`src/analog_output_pkg.sv`:
```
// constants and types shared by the analog output scaler
// Functional notes
// Configuration picks one of five sources: displayed, absolute displayed, gross, rate, absolute rate.
// The converter code is 16 bits wide, giving 65536 levels over the whole output range.
// One channel only, configured as a 4-20 mA current output or a 0-10 V voltage output.
// For displayed, gross and rate sources a zero value gives the low end: 0 V or 4 mA.
// A value at its configured maximum gives the high end: 10 V or 20 mA.
// Between zero and the maximum the output fraction of span equals the value fraction.
// Absolute sources drop the sign of negative values so the output rises with magnitude.
// Calibrated zero and high-limit codes are adjustable and are used in the scaling.
// A rate or absolute-rate source is used only while the rate function is enabled.
// Under-zero and over-limit handling depends on both the source and the output type.
// In current mode an under-zero blank or negative overrange drives about 0 mA until back in range.
// In current mode an over-limit blank or positive overrange drives about 24 mA until back in range.
// With the absolute-rate source negative rates are valid and never cause the under-zero clamp.
// The code is recomputed and loaded on each new sample of the chosen source and held between.
// The computed code saturates to the 16-bit range and never wraps.
package analog_output_pkg;

  localparam int CODE_W = 16;
  localparam int VALUE_W = 32;
  localparam int PROD_W = 48;

  typedef logic [2:0] source_t;
  localparam source_t SRC_DISPLAYED = 3'h0;
  localparam source_t SRC_ABS_DISPLAYED = 3'h1;
  localparam source_t SRC_GROSS = 3'h2;
  localparam source_t SRC_RATE = 3'h3;
  localparam source_t SRC_ABS_RATE = 3'h4;

  localparam logic MODE_CURRENT = 1'b0;
  localparam logic MODE_VOLTAGE = 1'b1;

  // code values for the clamp levels; tune to the converter's transfer curve
  localparam logic [CODE_W-1:0] CODE_0MA = 16'h0000;
  localparam logic [CODE_W-1:0] CODE_24MA = 16'hFFFF;
  localparam logic [CODE_W-1:0] CODE_V_FLOOR = 16'h0000;
  localparam logic [CODE_W-1:0] CODE_FULL = 16'hFFFF;
  localparam logic [CODE_W-1:0] CODE_RESET = 16'h0000;

  localparam logic [5:0] DIV_STEPS = 6'h30;
  localparam logic [5:0] DIV_LAST = 6'h01;

  typedef enum logic [1:0] {
    ST_IDLE = 2'b00,
    ST_START = 2'b01,
    ST_DIVIDE = 2'b10,
    ST_LOAD = 2'b11
  } scale_state_e;

endpackage : analog_output_pkg

```
`src/analog_output_scaler.sv`:
```
// source selection, linear scaling and clamping for the analog output code
`timescale 1ns/10ps
`default_nettype none
module analog_output_scaler
  import analog_output_pkg::*;
(
  input  wire logic                       clock,
  input  wire logic                       reset_n,
  input  wire analog_output_pkg::source_t source_select,
  input  wire logic                       output_mode,
  input  wire logic                       rate_enable,
  input  wire logic [CODE_W-1:0]          zero_cal,
  input  wire logic [CODE_W-1:0]          high_cal,
  input  wire logic [VALUE_W-1:0]         span_max,
  input  wire logic signed [VALUE_W-1:0]  displayed_weight,
  input  wire logic                       displayed_valid,
  input  wire logic signed [VALUE_W-1:0]  gross_weight,
  input  wire logic                       gross_valid,
  input  wire logic signed [VALUE_W-1:0]  rate_value,
  input  wire logic                       rate_valid,
  input  wire logic                       blank_under,
  input  wire logic                       blank_over,
  output logic      [CODE_W-1:0]          dac_code,
  output logic                            dac_load,
  output logic                            under_clamp,
  output logic                            over_clamp,
  output logic                            rate_blocked,
  output logic                            busy
);
  import analog_output_pkg::*;

  function automatic logic [VALUE_W-1:0] magnitude(input logic signed [VALUE_W-1:0] v);
    magnitude = v[VALUE_W-1] ? VALUE_W'(-v) : VALUE_W'(v);
  endfunction : magnitude

  function automatic logic is_rate_src(input source_t s);
    is_rate_src = (s == SRC_RATE) || (s == SRC_ABS_RATE);
  endfunction : is_rate_src

  // selected sample
  logic signed [VALUE_W-1:0] sel_value;
  logic                      sel_valid;
  logic                      sel_legal;
  logic                      accept;

  // one-deep pending slot so a sample arriving mid-division is not lost
  logic signed [VALUE_W-1:0] pend_value;
  logic signed [VALUE_W-1:0] next_pend_value;
  source_t                   pend_src;
  source_t                   next_pend_src;
  logic                      pend_under;
  logic                      next_pend_under;
  logic                      pend_over;
  logic                      next_pend_over;
  logic                      pend_valid;
  logic                      next_pend_valid;
  logic                      next_rate_blocked;
  logic                      take;

  // captured working set
  scale_state_e        state;
  scale_state_e        next_state;
  logic [VALUE_W-1:0]  cap_mag;
  logic [VALUE_W-1:0]  next_cap_mag;
  logic [VALUE_W-1:0]  cap_max;
  logic [VALUE_W-1:0]  next_cap_max;
  logic [CODE_W-1:0]   cap_zero;
  logic [CODE_W-1:0]   next_cap_zero;
  logic [CODE_W-1:0]   cap_delta;
  logic [CODE_W-1:0]   next_cap_delta;
  logic                cap_neg;
  logic                next_cap_neg;
  logic                cap_rate;
  logic                next_cap_rate;
  logic                cap_abs_rate;
  logic                next_cap_abs_rate;
  logic                cap_under;
  logic                next_cap_under;
  logic                cap_over;
  logic                next_cap_over;
  logic                cap_mode;
  logic                next_cap_mode;
  logic [CODE_W-1:0]   next_dac_code;
  logic                next_dac_load;
  logic                next_under_clamp;
  logic                next_over_clamp;

  // scaling arithmetic
  logic                div_start;
  logic                div_done;
  logic [PROD_W-1:0]   product;
  logic [PROD_W-1:0]   quot;
  logic                under_range;
  logic                over_range;
  logic                under_hit;
  logic                over_hit;
  logic [CODE_W-1:0]   lin_code;
  logic [CODE_W-1:0]   final_code;

  always_comb begin
    sel_value = displayed_weight;
    sel_valid = 1'b0;
    sel_legal = 1'b1;
    case (source_select)
      SRC_DISPLAYED, SRC_ABS_DISPLAYED: begin
        sel_value = displayed_weight;
        sel_valid = displayed_valid;
      end
      SRC_GROSS: begin
        sel_value = gross_weight;
        sel_valid = gross_valid;
      end
      SRC_RATE, SRC_ABS_RATE: begin
        sel_value = rate_value;
        sel_valid = rate_valid;
      end
      default: begin
        sel_legal = 1'b0;
      end
    endcase
  end

  assign accept = sel_valid && sel_legal && (!is_rate_src(source_select) || rate_enable);
  assign take = pend_valid && (state == ST_IDLE);

  always_comb begin
    next_pend_value = pend_value;
    next_pend_src = pend_src;
    next_pend_under = pend_under;
    next_pend_over = pend_over;
    next_pend_valid = pend_valid;
    next_rate_blocked = is_rate_src(source_select) && !rate_enable;
    // a new sample wins over the slot being emptied in the same cycle
    if (accept) begin
      next_pend_value = sel_value;
      next_pend_src = source_select;
      next_pend_under = blank_under;
      next_pend_over = blank_over;
      next_pend_valid = 1'b1;
    end else if (take) begin
      next_pend_valid = 1'b0;
    end
  end

  always_ff @(posedge clock) begin
    if (!reset_n) begin
      pend_value <= '0;
      pend_src <= SRC_DISPLAYED;
      pend_under <= 1'b0;
      pend_over <= 1'b0;
      pend_valid <= 1'b0;
      rate_blocked <= 1'b0;
    end else begin
      pend_value <= next_pend_value;
      pend_src <= next_pend_src;
      pend_under <= next_pend_under;
      pend_over <= next_pend_over;
      pend_valid <= next_pend_valid;
      rate_blocked <= next_rate_blocked;
    end
  end

  assign product = PROD_W'(cap_mag) * PROD_W'(cap_delta);
  assign div_start = (state == ST_START);

  scale_divider u_div (
    .clock    (clock),
    .reset_n  (reset_n),
    .start    (div_start),
    .dividend (product),
    .divisor  (cap_max),
    .done     (div_done),
    .quotient (quot)
  );

  always_comb begin
    // under/over decisions depend on the source only; the mode just picks the clamp code
    under_range = cap_neg && (quot > PROD_W'(cap_zero));
    over_range = (!cap_neg && (quot > PROD_W'(CODE_FULL - cap_zero)))
      || (cap_rate && (cap_mag > cap_max))
      || ((cap_max == '0) && (cap_mag != '0));
    under_hit = cap_under || under_range || (cap_neg && cap_rate);
    over_hit = !under_hit && (cap_over || over_range);
    lin_code = cap_neg ? CODE_W'(cap_zero - quot[CODE_W-1:0])
                       : CODE_W'(cap_zero + quot[CODE_W-1:0]);
    if (under_hit) begin
      final_code = (cap_mode == MODE_CURRENT) ? CODE_0MA : CODE_V_FLOOR;
    end else if (over_hit) begin
      final_code = (cap_mode == MODE_CURRENT) ? CODE_24MA : CODE_FULL;
    end else begin
      final_code = lin_code;
    end
  end

  always_comb begin
    next_state = state;
    next_cap_mag = cap_mag;
    next_cap_max = cap_max;
    next_cap_zero = cap_zero;
    next_cap_delta = cap_delta;
    next_cap_neg = cap_neg;
    next_cap_rate = cap_rate;
    next_cap_abs_rate = cap_abs_rate;
    next_cap_under = cap_under;
    next_cap_over = cap_over;
    next_cap_mode = cap_mode;
    next_dac_code = dac_code;
    next_dac_load = 1'b0;
    next_under_clamp = under_clamp;
    next_over_clamp = over_clamp;
    case (state)
      ST_IDLE: begin
        if (take) begin
          next_cap_mag = magnitude(pend_value);
          next_cap_neg = pend_value[VALUE_W-1]
            && (pend_src != SRC_ABS_DISPLAYED) && (pend_src != SRC_ABS_RATE);
          next_cap_rate = is_rate_src(pend_src);
          next_cap_abs_rate = (pend_src == SRC_ABS_RATE);
          // rate sources have no display blanking; absolute rate never goes under
          next_cap_under = pend_under && !is_rate_src(pend_src);
          next_cap_over = pend_over && !is_rate_src(pend_src);
          next_cap_max = span_max;
          next_cap_zero = zero_cal;
          // an inverted calibration collapses to a flat output rather than wrapping
          next_cap_delta = (high_cal >= zero_cal) ? CODE_W'(high_cal - zero_cal) : '0;
          next_cap_mode = output_mode;
          next_state = ST_START;
        end
      end
      ST_START: begin
        next_state = ST_DIVIDE;
      end
      ST_DIVIDE: begin
        if (div_done) begin
          next_state = ST_LOAD;
        end
      end
      ST_LOAD: begin
        next_dac_code = final_code;
        next_dac_load = 1'b1;
        next_under_clamp = under_hit;
        next_over_clamp = over_hit;
        next_state = ST_IDLE;
      end
      default: begin
        next_state = ST_IDLE;
      end
    endcase
  end

  always_ff @(posedge clock) begin
    if (!reset_n) begin
      state <= ST_IDLE;
      cap_mag <= '0;
      cap_max <= '0;
      cap_zero <= CODE_RESET;
      cap_delta <= '0;
      cap_neg <= 1'b0;
      cap_rate <= 1'b0;
      cap_abs_rate <= 1'b0;
      cap_under <= 1'b0;
      cap_over <= 1'b0;
      cap_mode <= MODE_CURRENT;
      dac_code <= CODE_RESET;
      dac_load <= 1'b0;
      under_clamp <= 1'b0;
      over_clamp <= 1'b0;
    end else begin
      state <= next_state;
      cap_mag <= next_cap_mag;
      cap_max <= next_cap_max;
      cap_zero <= next_cap_zero;
      cap_delta <= next_cap_delta;
      cap_neg <= next_cap_neg;
      cap_rate <= next_cap_rate;
      cap_abs_rate <= next_cap_abs_rate;
      cap_under <= next_cap_under;
      cap_over <= next_cap_over;
      cap_mode <= next_cap_mode;
      dac_code <= next_dac_code;
      dac_load <= next_dac_load;
      under_clamp <= next_under_clamp;
      over_clamp <= next_over_clamp;
    end
  end

  assign busy = (state != ST_IDLE);

  load_pulse_a: assert property (@(posedge clock) disable iff (!reset_n)
    dac_load |=> !dac_load)
    else $error("load strobe longer than one cycle");

  code_hold_a: assert property (@(posedge clock) disable iff (!reset_n)
    !dac_load |-> $stable(dac_code))
    else $error("converter code changed without a load");

  div_bound_a: assert property (@(posedge clock) disable iff (!reset_n)
    (state == ST_START) |-> ##[49:51] (state == ST_LOAD))
    else $error("scaling did not finish in time");

  under_current_a: assert property (@(posedge clock) disable iff (!reset_n)
    (dac_load && under_clamp && cap_mode == MODE_CURRENT) |-> (dac_code == CODE_0MA))
    else $error("under-zero clamp did not drive the 0 mA code");

  over_current_a: assert property (@(posedge clock) disable iff (!reset_n)
    (dac_load && over_clamp && cap_mode == MODE_CURRENT) |-> (dac_code == CODE_24MA))
    else $error("over-limit clamp did not drive the 24 mA code");

  abs_rate_a: assert property (@(posedge clock) disable iff (!reset_n)
    (dac_load && cap_abs_rate) |-> !under_clamp)
    else $error("absolute rate hit the under-zero clamp");

  rate_gate_a: assert property (@(posedge clock) disable iff (!reset_n)
    (sel_valid && is_rate_src(source_select) && !rate_enable && !pend_valid)
      |=> !pend_valid)
    else $error("rate sample taken while rate is disabled");

  zero_point_a: assert property (@(posedge clock) disable iff (!reset_n)
    (dac_load && !under_clamp && !over_clamp && cap_mag == '0) |-> (dac_code == cap_zero))
    else $error("zero value did not give the zero calibration code");

  full_scale_a: assert property (@(posedge clock) disable iff (!reset_n)
    (dac_load && !under_clamp && !over_clamp && !cap_neg && cap_mag == cap_max
      && cap_max != '0) |-> (dac_code == CODE_W'(cap_zero + cap_delta)))
    else $error("maximum value did not give the high calibration code");

endmodule : analog_output_scaler
`default_nettype wire

```
`src/scale_divider.sv`:
```
// restoring divider for the scaling quotient, one quotient bit per cycle
`timescale 1ns/10ps
`default_nettype none
module scale_divider
  import analog_output_pkg::*;
(
  input  wire logic                clock,
  input  wire logic                reset_n,
  input  wire logic                start,
  input  wire logic [PROD_W-1:0]   dividend,
  input  wire logic [VALUE_W-1:0]  divisor,
  output logic                     done,
  output logic      [PROD_W-1:0]   quotient
);
  import analog_output_pkg::*;

  logic [VALUE_W-1:0] rem;
  logic [VALUE_W-1:0] next_rem;
  logic [PROD_W-1:0]  next_quotient;
  logic [5:0]         count;
  logic [5:0]         next_count;
  logic               busy;
  logic               next_busy;
  logic               next_done;
  logic [VALUE_W:0]   trial;

  always_comb begin
    next_rem = rem;
    next_quotient = quotient;
    next_count = count;
    next_busy = busy;
    next_done = 1'b0;
    trial = {rem, quotient[PROD_W-1]};
    if (start) begin
      next_rem = '0;
      next_quotient = dividend;
      next_count = DIV_STEPS;
      next_busy = 1'b1;
    end else if (busy) begin
      // divisor of zero yields all ones; the caller treats it as overrange
      if (trial >= {1'b0, divisor}) begin
        next_rem = VALUE_W'(trial - {1'b0, divisor});
        next_quotient = {quotient[PROD_W-2:0], 1'b1};
      end else begin
        next_rem = trial[VALUE_W-1:0];
        next_quotient = {quotient[PROD_W-2:0], 1'b0};
      end
      next_count = count - DIV_LAST;
      if (count == DIV_LAST) begin
        next_busy = 1'b0;
        next_done = 1'b1;
      end
    end
  end

  always_ff @(posedge clock) begin
    if (!reset_n) begin
      rem <= '0;
      quotient <= '0;
      count <= '0;
      busy <= 1'b0;
      done <= 1'b0;
    end else begin
      rem <= next_rem;
      quotient <= next_quotient;
      count <= next_count;
      busy <= next_busy;
      done <= next_done;
    end
  end

endmodule : scale_divider
`default_nettype wire
```
`config.mk`:
```
export PLATFORM = sky130hd
export DESIGN_NAME = analog_output_scaler
export DESIGN_NICKNAME = d
export VERILOG_FILES = /design/src/analog_output_pkg.sv /design/src/analog_output_scaler.sv /design/src/scale_divider.sv
export SDC_FILE = /design/constraint.sdc
export NUM_CORES = 2
export LEC_CHECK = 0
export ABC_AREA = 1
export BUFFER_PORTS_ARGS = -buffer_cell sky130_fd_sc_hd__buf_2
export CAP_MARGIN = 30
export CORE_MARGIN = 5
export CORE_UTILIZATION = 50
export DETAILED_ROUTE_END_ITERATION = 6
export GPL_TIMING_DRIVEN = 1
export PLACE_DENSITY = 0.67
export SYNTH_ARGS = -nofsm -noshare
export SYNTH_HDL_FRONTEND = slang
export SYNTH_SLANG_ARGS = --single-unit
```
`constraint.sdc`:
```
create_clock -name clock -period 16.9 [get_ports clock]
set_input_delay 0.845 -clock clock [delete_from_list [all_inputs] [get_ports clock]]
set_output_delay 0.845 -clock clock [all_outputs]
set_load 0.01 [all_outputs]
```
Yosys cells after proc, flatten, opt, wreduce, memory -nomap -nowiden --
Cells that the tools add are included.
Operators by class: reduce and logical (&&, ||, !) cells 41, equal/unequal tests 14, bitwise operators 2, $lt $le $gt $ge 5, shift operators 0, $add $sub $neg 7, mux-type cells 24, $mul 1, divide/modulo/power cells 0
Operators by type and width (count):
- 48-bit two-way mux | 2
- 16-bit two-way mux | 4
- 32-bit two-way mux | 2
- 32-bit case mux with 2 select lines | 1
- 48-bit by 16-bit greater-than comparator with 1-bit output | 1
- 48-bit greater-than comparator | 1
- 32-bit by 16-bit multiplier with 48-bit output | 1
- 33-bit by 32-bit greater-or-equal comparator with 1-bit output | 1
- 32-bit greater-than comparator | 1
- 32-bit logical NOT | 1
- 32-bit negator | 1
- 32-bit nonzero test | 1
- 16-bit subtractor | 2
- 32-bit subtractor | 1
- 16-bit by 16-bit subtractor with 17-bit output, first input constant | 1
- 16-bit adder | 1
- 16-bit greater-or-equal comparator | 1
- 1-bit logical AND | 14
- 6-bit two-way mux | 2
- 3-bit by 2-bit equality test with 1-bit output, second input constant | 3
- 1-bit two-way mux | 9
- 1-bit logical OR | 8
- 2-bit case mux with 4 select lines | 1
- 3-bit equality test, second input constant | 2
- 20 further kinds | 32
Storage, ports and cells: register bits after elaboration 248, logic and storage cells 119, bits of input ports 172, memory bits (writable) 0, ROM bits 0, latch bits 0, memories 0

Logic depth before layout (Yosys ltp) --
depth in word-level cells 9, mapped depth 29, gate-level depth less buffers 27

Hierarchy --
From an unflattened synthesis, not the netlist that was laid out.
Second synthesis, totals: cell total of the unflattened synthesis 4964, area, all modules 34360.5 um^2
Modules (own cells, without submodules):
- analog_output_scaler | cells an instance 3809, instances 1, area each 27547.7 um^2, sequential area each 3203.1 um^2
- scale_divider | cells an instance 1155, instances 1, area each 6812.8 um^2, sequential area each 1761.7 um^2

Least setup slack after synthesis --
No wires, ideal clock.
kind register to register, start point reg cap_mag[24], end point reg u_div.quotient[43], data arrival time 5.557 ns, path slack 11.211 ns, stages on the path, launching flop included 26, setup time 0.132 ns, required time 16.768 ns, cell sequence dfxtp_1 clkbuf_1 buf_1 nand2_1 fa_1 inv_1 fa_1 inv_1 fa_1 inv_1 fa_1 fa_1 inv_1 fa_1 inv_1 ha_1 a21oi_1 o21ai_0 a21oi_1 nor2_1 nor3_1 nand2_1 nand2_1 nand3_1 nand2_1 a21oi_1
On the way: longest elaborated chain between the ends 2
RTL lines:
- start: declaration | line analog_output_scaler.sv:63 | logic [VALUE_W-1:0] cap_mag;
- start signal: assignment | line analog_output_scaler.sv:270 | cap_mag <= next_cap_mag;
- 32-bit by 16-bit multiplier with 48-bit output | line analog_output_scaler.sv:163 | assign product = PROD_W'(cap_mag) * PROD_W'(cap_delta);
- 48-bit two-way mux | line scale_divider.sv:34 | if (start) begin
- end signal: assignment | line scale_divider.sv:65 | quotient <= next_quotient;
- end: declaration | line scale_divider.sv:13 | output logic [PROD_W-1:0] quotient
Every way passes these cells. A chain may end at the register's enable or synchronous reset.

Final worst setup path --
start point reg cap_mag[15], end point reg u_div.quotient[27]
The elaborated chain is that of the path after synthesis.

==> results.rst <==
.. list-table::
   :header-rows: 1

   * - Metric
     - Value
   * - Count of port buffers added during placement
     - 191
   * - Cells traversed along the worst timing path
     - nand2_1, fa_1, inv_1, fa_1, fa_1, fa_1, fa_1, inv_1, fa_1, inv_1, ha_1, nand2_1, nor2_1, nand2_1, nor2_1, nand2_1, nand3_1, nor2_1, o21ai_0, nand2_1, a21oi_1
   * - PD cells
     - ~110 nW/um^2
   * - Largest delay share family, worst path
     - adder cells
   * - Fraction of synthesized cell area taken by the top area cell type
     - 0.247
   * - Worst Setup Start Kind
     - flip-flop
   * - Die outline width
     - between 200 and 300 um
   * - Register clock-pin slew on the reported worst setup and hold paths
     - roughly 0.060 ns
   * - Startpoint of the tightest hold check path
     - dac_code[1]$_SDFFE_PN0P_
   * - Peak per-stage delay on the critical path
     - a little under 1 ns
   * - Setup Buffers After CTS
     - 0
   * - Initial DRC Count
     - 2412
   * - Placeable core region
     - between 60000 and 70000 um^2
   * - Worst-path fanout max
     - 19
   * - CTS Root Cell
     - sky130_fd_sc_hd__clkbuf_16
   * - Instance count on the critical path
     - 21
   * - Global Route Usage Sum
     - 0.274
   * - Dominant combinational cell family by area after synthesis
     - adder cells
   * - Reg2reg end
     - u_div.quotient[27]$_SDFFE_PN0P_
   * - Core Util, Final
     - 0.543
   * - Wire length per cell after detailed routing
     - approximately 17 um
   * - Worst Path Class, Setup
     - flip-flop to flip-flop
   * - Largest cells by area after synthesis
     - sky130_fd_sc_hd__fa_1 25%, sky130_fd_sc_hd__dfxtp_1 15%, sky130_fd_sc_hd__nand2_1 14%, sky130_fd_sc_hd__inv_1 11%, sky130_fd_sc_hd__ha_1 9.4%
   * - Cells after synthesis
     - 4887
   * - Floorplan row count
     - 95
   * - Synth cell count leaders
     - 1299 x sky130_fd_sc_hd__nand2_1, 1013 x sky130_fd_sc_hd__inv_1, 421 x sky130_fd_sc_hd__fa_1, 370 x sky130_fd_sc_hd__a21oi_1, 256 x sky130_fd_sc_hd__ha_1
   * - Router iterations before antenna repair
     - 6
   * - Cell area after synthesis
     - 34100 um^2
   * - Worst Setup EP
     - u_div.quotient[27]$_SDFFE_PN0P_
   * - Placed cell areas
     - approximately 36000 um^2
   * - Critical R2R Launch
     - cap_mag[15]$_SDFFE_PN0P_
   * - DRC
     - 0
   * - Share of the synthesized area in compound gates (AO/OA/AOI/OAI)
     - 0.121
   * - Max Slew Vio Count
     - 0
   * - CP dominant cell by count
     - sky130_fd_sc_hd__fa_1
   * - Post_cts resized
     - 0
   * - Internal power
     - about 1.9 mW
   * - Post-Layout Inst Area
     - roughly 37000 um^2
   * - Cell type of the slowest stage on the worst timing path
     - sky130_fd_sc_hd__dfxtp_1
   * - Path class of the lowest-slack min-delay path
     - flip-flop to flip-flop
   * - Number of setup violations in the final report
     - 0
   * - Final setup TNS
     - 0 ns
   * - Worst rel slew slack
     - 0.313
   * - Die area
     - about 74000 um^2
   * - Setup crit end kind
     - flip-flop
   * - Adder-cell area share of the yosys netlist
     - 0.341
   * - Achievable frequency
     - about 150 MHz
   * - Most instantiated library cell after synthesis
     - sky130_fd_sc_hd__nand2_1
   * - Die span in y
     - approximately 270 um
   * - Layout fillers
     - approximately 6700
   * - Overflow left after global routing
     - 0
   * - I/O pins
     - between 150 and 200
   * - Synthesis-stage register bit count
     - about 250
   * - H-Tree Level Count
     - 1
   * - Final Hold Slack
     - between 0.4 and 0.5 ns
   * - Proportion of power drawn by combinational gates
     - 0.607
   * - Final total power
     - just under 4 mW
   * - Fin nets
     - about 5800
   * - Share of total power consumed by net switching
     - 0.511
   * - TritonCTS clock tree
     - done
   * - Power share of the sequential group
     - 0.224
   * - Share of cell area taken by muxes after synthesis
     - 0
   * - Final HPWL from detailed placement
     - 79.6 mm
   * - Post-cts hold buffer count
     - 0
   * - Final wirelength
     - around 100 mm
   * - Post-DRT Antenna Nets
     - 0
   * - Arrival time at the worst endpoint
     - between 7 and 8 ns
   * - WP buf/inv
     - 3
   * - Area grow syn2layout
     - 7.27%
   * - Average cell area after synthesis
     - roughly 7.0 um^2
   * - GP Congestion
     - between 0.9 and 1
   * - DR vias/cell
     - between 5 and 6
   * - Net switching component of the power
     - around 2.0 mW
   * - Setup slack of the worst register-to-register path
     - between 10 and 15 ns
   * - Number of buffers added by the clock tree synthesis step
     - 29
   * - Clock buffer depth
     - 3
   * - Unique cell type count in the Yosys netlist
     - 56
   * - Tmin final
     - around 6.8 ns
   * - Start point of the critical path
     - cap_mag[15]$_SDFFE_PN0P_
   * - Leakage power summed over all cells
     - a little under 20 nW
   * - Fraction of final layout cells with drive strength greater than 1
     - 0.0712
   * - Syn Nets
     - between 5000 and 6000
   * - Cell type with the largest total area after synthesis
     - sky130_fd_sc_hd__fa_1
   * - First-pass GRT wire length
     - 165 mm
   * - Via total after detailed routing
     - a little over 30000
   * - Peak ir drop on the vdd network
     - approximately 0.14 mV
   * - Slew at the pin with the worst max-slew slack
     - approximately 1.0 ns
   * - Xor and xnor fraction of the mapped netlist area
     - 0.0252
   * - Antenna violations before repair
     - 2
   * - Setup repair after global routing missed its margin
     - false
   * - Number of synthesized flops with an enable pin
     - 0
   * - Yosys warning total
     - 0
   * - Ys flop type
     - sky130_fd_sc_hd__dfxtp_1
   * - Part of the cycle the worst path needs
     - 0.399
   * - Area fraction in and, or, nand and nor cells after synthesis
     - 0.227
   * - CTS sink count
     - ~250
   * - Initial Util
     - 0.506
   * - Depth of the worst register-to-register path
     - 21
   * - Largest net degree at the start of global routing
     - slightly below 100
   * - Worst skew pair latency
     - between 0.5 and 0.6 ns
   * - Number of global-route vias before repair
     - around 30000
   * - Required time of the critical path
     - 17.40 ns
   * - Async set-reset flop share out of synthesis
     - 0
   * - Max-cap check violation count
     - 0
   * - Portion of the post-synthesis area used by sequential elements
     - 0.146
   * - Clk pwr share
     - 0.169
   * - Run status
     - finished clean
   * - Clock Skew
     - approximately 0.016 ns
   * - Final count of hold timing violations
     - 0
[how the worst min path moves through the flow]
stage | end | cells after the start
after floorplan | cap_over$_SDFFE_PN0P_ | 2
after global placement | cap_under$_SDFFE_PN0P_ | 2
after detailed placement | u_div.quotient[25]$_SDFFE_PN0P_ | 2
after CTS | dac_code[1]$_SDFFE_PN0P_ | 2
after global routing | u_div.quotient[23]$_SDFFE_PN0P_ | 2
final | dac_code[1]$_SDFFE_PN0P_ | 2
[final cells by class]
type                            instances  area (um^2)  area share
Clock inverter                         15          181     0.00496
Sequential cell                       248         4970       0.136
Inverter                             1021         3830       0.105
Clock buffer                           38          800      0.0218
Multi-Input combinational cell       3384        24400       0.666
Timing Repair Buffer                  238         1350      0.0369
Antenna cell                            2         5.00    0.000137
Tap cell                              873         1090      0.0298
[layout by cell type, fill, tap and decap left out, types with 7 or more instances in the layout]
cell type                   count
sky130_fd_sc_hd__nand3b_1      40
sky130_fd_sc_hd__xor2_1        60
sky130_fd_sc_hd__a21o_1        13
sky130_fd_sc_hd__nand4_1       53
sky130_fd_sc_hd__a221oi_1       8
sky130_fd_sc_hd__o211ai_1       8
sky130_fd_sc_hd__inv_1       1011
sky130_fd_sc_hd__o21bai_1      15
sky130_fd_sc_hd__nand3_1      164
sky130_fd_sc_hd__a21oi_1      370
sky130_fd_sc_hd__fa_1         421
sky130_fd_sc_hd__clkbuf_16     29
sky130_fd_sc_hd__dfxtp_1      244
sky130_fd_sc_hd__nand2_2       11
sky130_fd_sc_hd__a22o_1        11
sky130_fd_sc_hd__nor4_1         7
sky130_fd_sc_hd__o21ai_0      239
sky130_fd_sc_hd__nand2_1     1297
sky130_fd_sc_hd__o21a_1        10
sky130_fd_sc_hd__nor2_2         7
sky130_fd_sc_hd__a41oi_1       21
sky130_fd_sc_hd__nor2_1       229
sky130_fd_sc_hd__buf_4         46
sky130_fd_sc_hd__xnor2_1       38
sky130_fd_sc_hd__inv_2          7
sky130_fd_sc_hd__ha_1         255
sky130_fd_sc_hd__a21boi_0       7
sky130_fd_sc_hd__nor3_1        31
sky130_fd_sc_hd__buf_2        190
[routing by layer]
metal  track usage  part of all wire  vias to the layer above
met5             0                 0                        -
li1              -                 -                    15043
met2         0.465              0.48                      874
met4        0.0538             0.021                        0
met3        0.0277             0.057                      147
met1         0.384              0.44                    14885
[logic make-up (layout without fill, tap and decap cells)]
logic type                 Yosys count  in the layout
AOI/OAI and AO/OA                  742            742
DFF                                248            248
other                                0              2
buffers and inverters             1255           1312
xor gates and xnor gates            98             98
and+or+nand+nor                   1867           1867
adders and majority gates          677            677
[power by group through the flow]
| stage | Sequential, mW | Combinational (mW) | Clock (mW) |
|---|---|---|---|
| after floorplan | 0.790 | 1.79 | 0 |
| after global placement | 0.873 | 2.28 | 0 |
| after detailed placement | 0.874 | 2.31 | 0 |
| after CTS | 0.863 | 2.32 | 0.659 |
| after global routing | 0.878 | 2.62 | 0.688 |
| final | 0.863 | 2.33 | 0.649 |
[registers in the layout, indices dropped and copies added, names as in the netlist, 3 cells and up]
name / count
cap_zero: 16
u_div.rem: 32
u_div.quotient: 48
cap_max: 32
pend_value: 32
u_div.count: 6
pend_src: 3
cap_mag: 32
cap_delta: 16
dac_code: 16
[through the flow]
stage	instances	setup WS (ns)
final	5819	10.15
after global placement	5762	10.25
after detailed placement	5763	10.23
after global routing	5819	9.90
after floorplan	4887	11.21
after CTS	5816	10.18
[tightest hold or removal path, delay by kind of cell (launching register included)]
kind / cells / cell delay, ns
simple gates: 1 / 0.06
flops: 1 / 0.30
compound gates: 1 / 0.05
(Power assumes the default switching activity.)
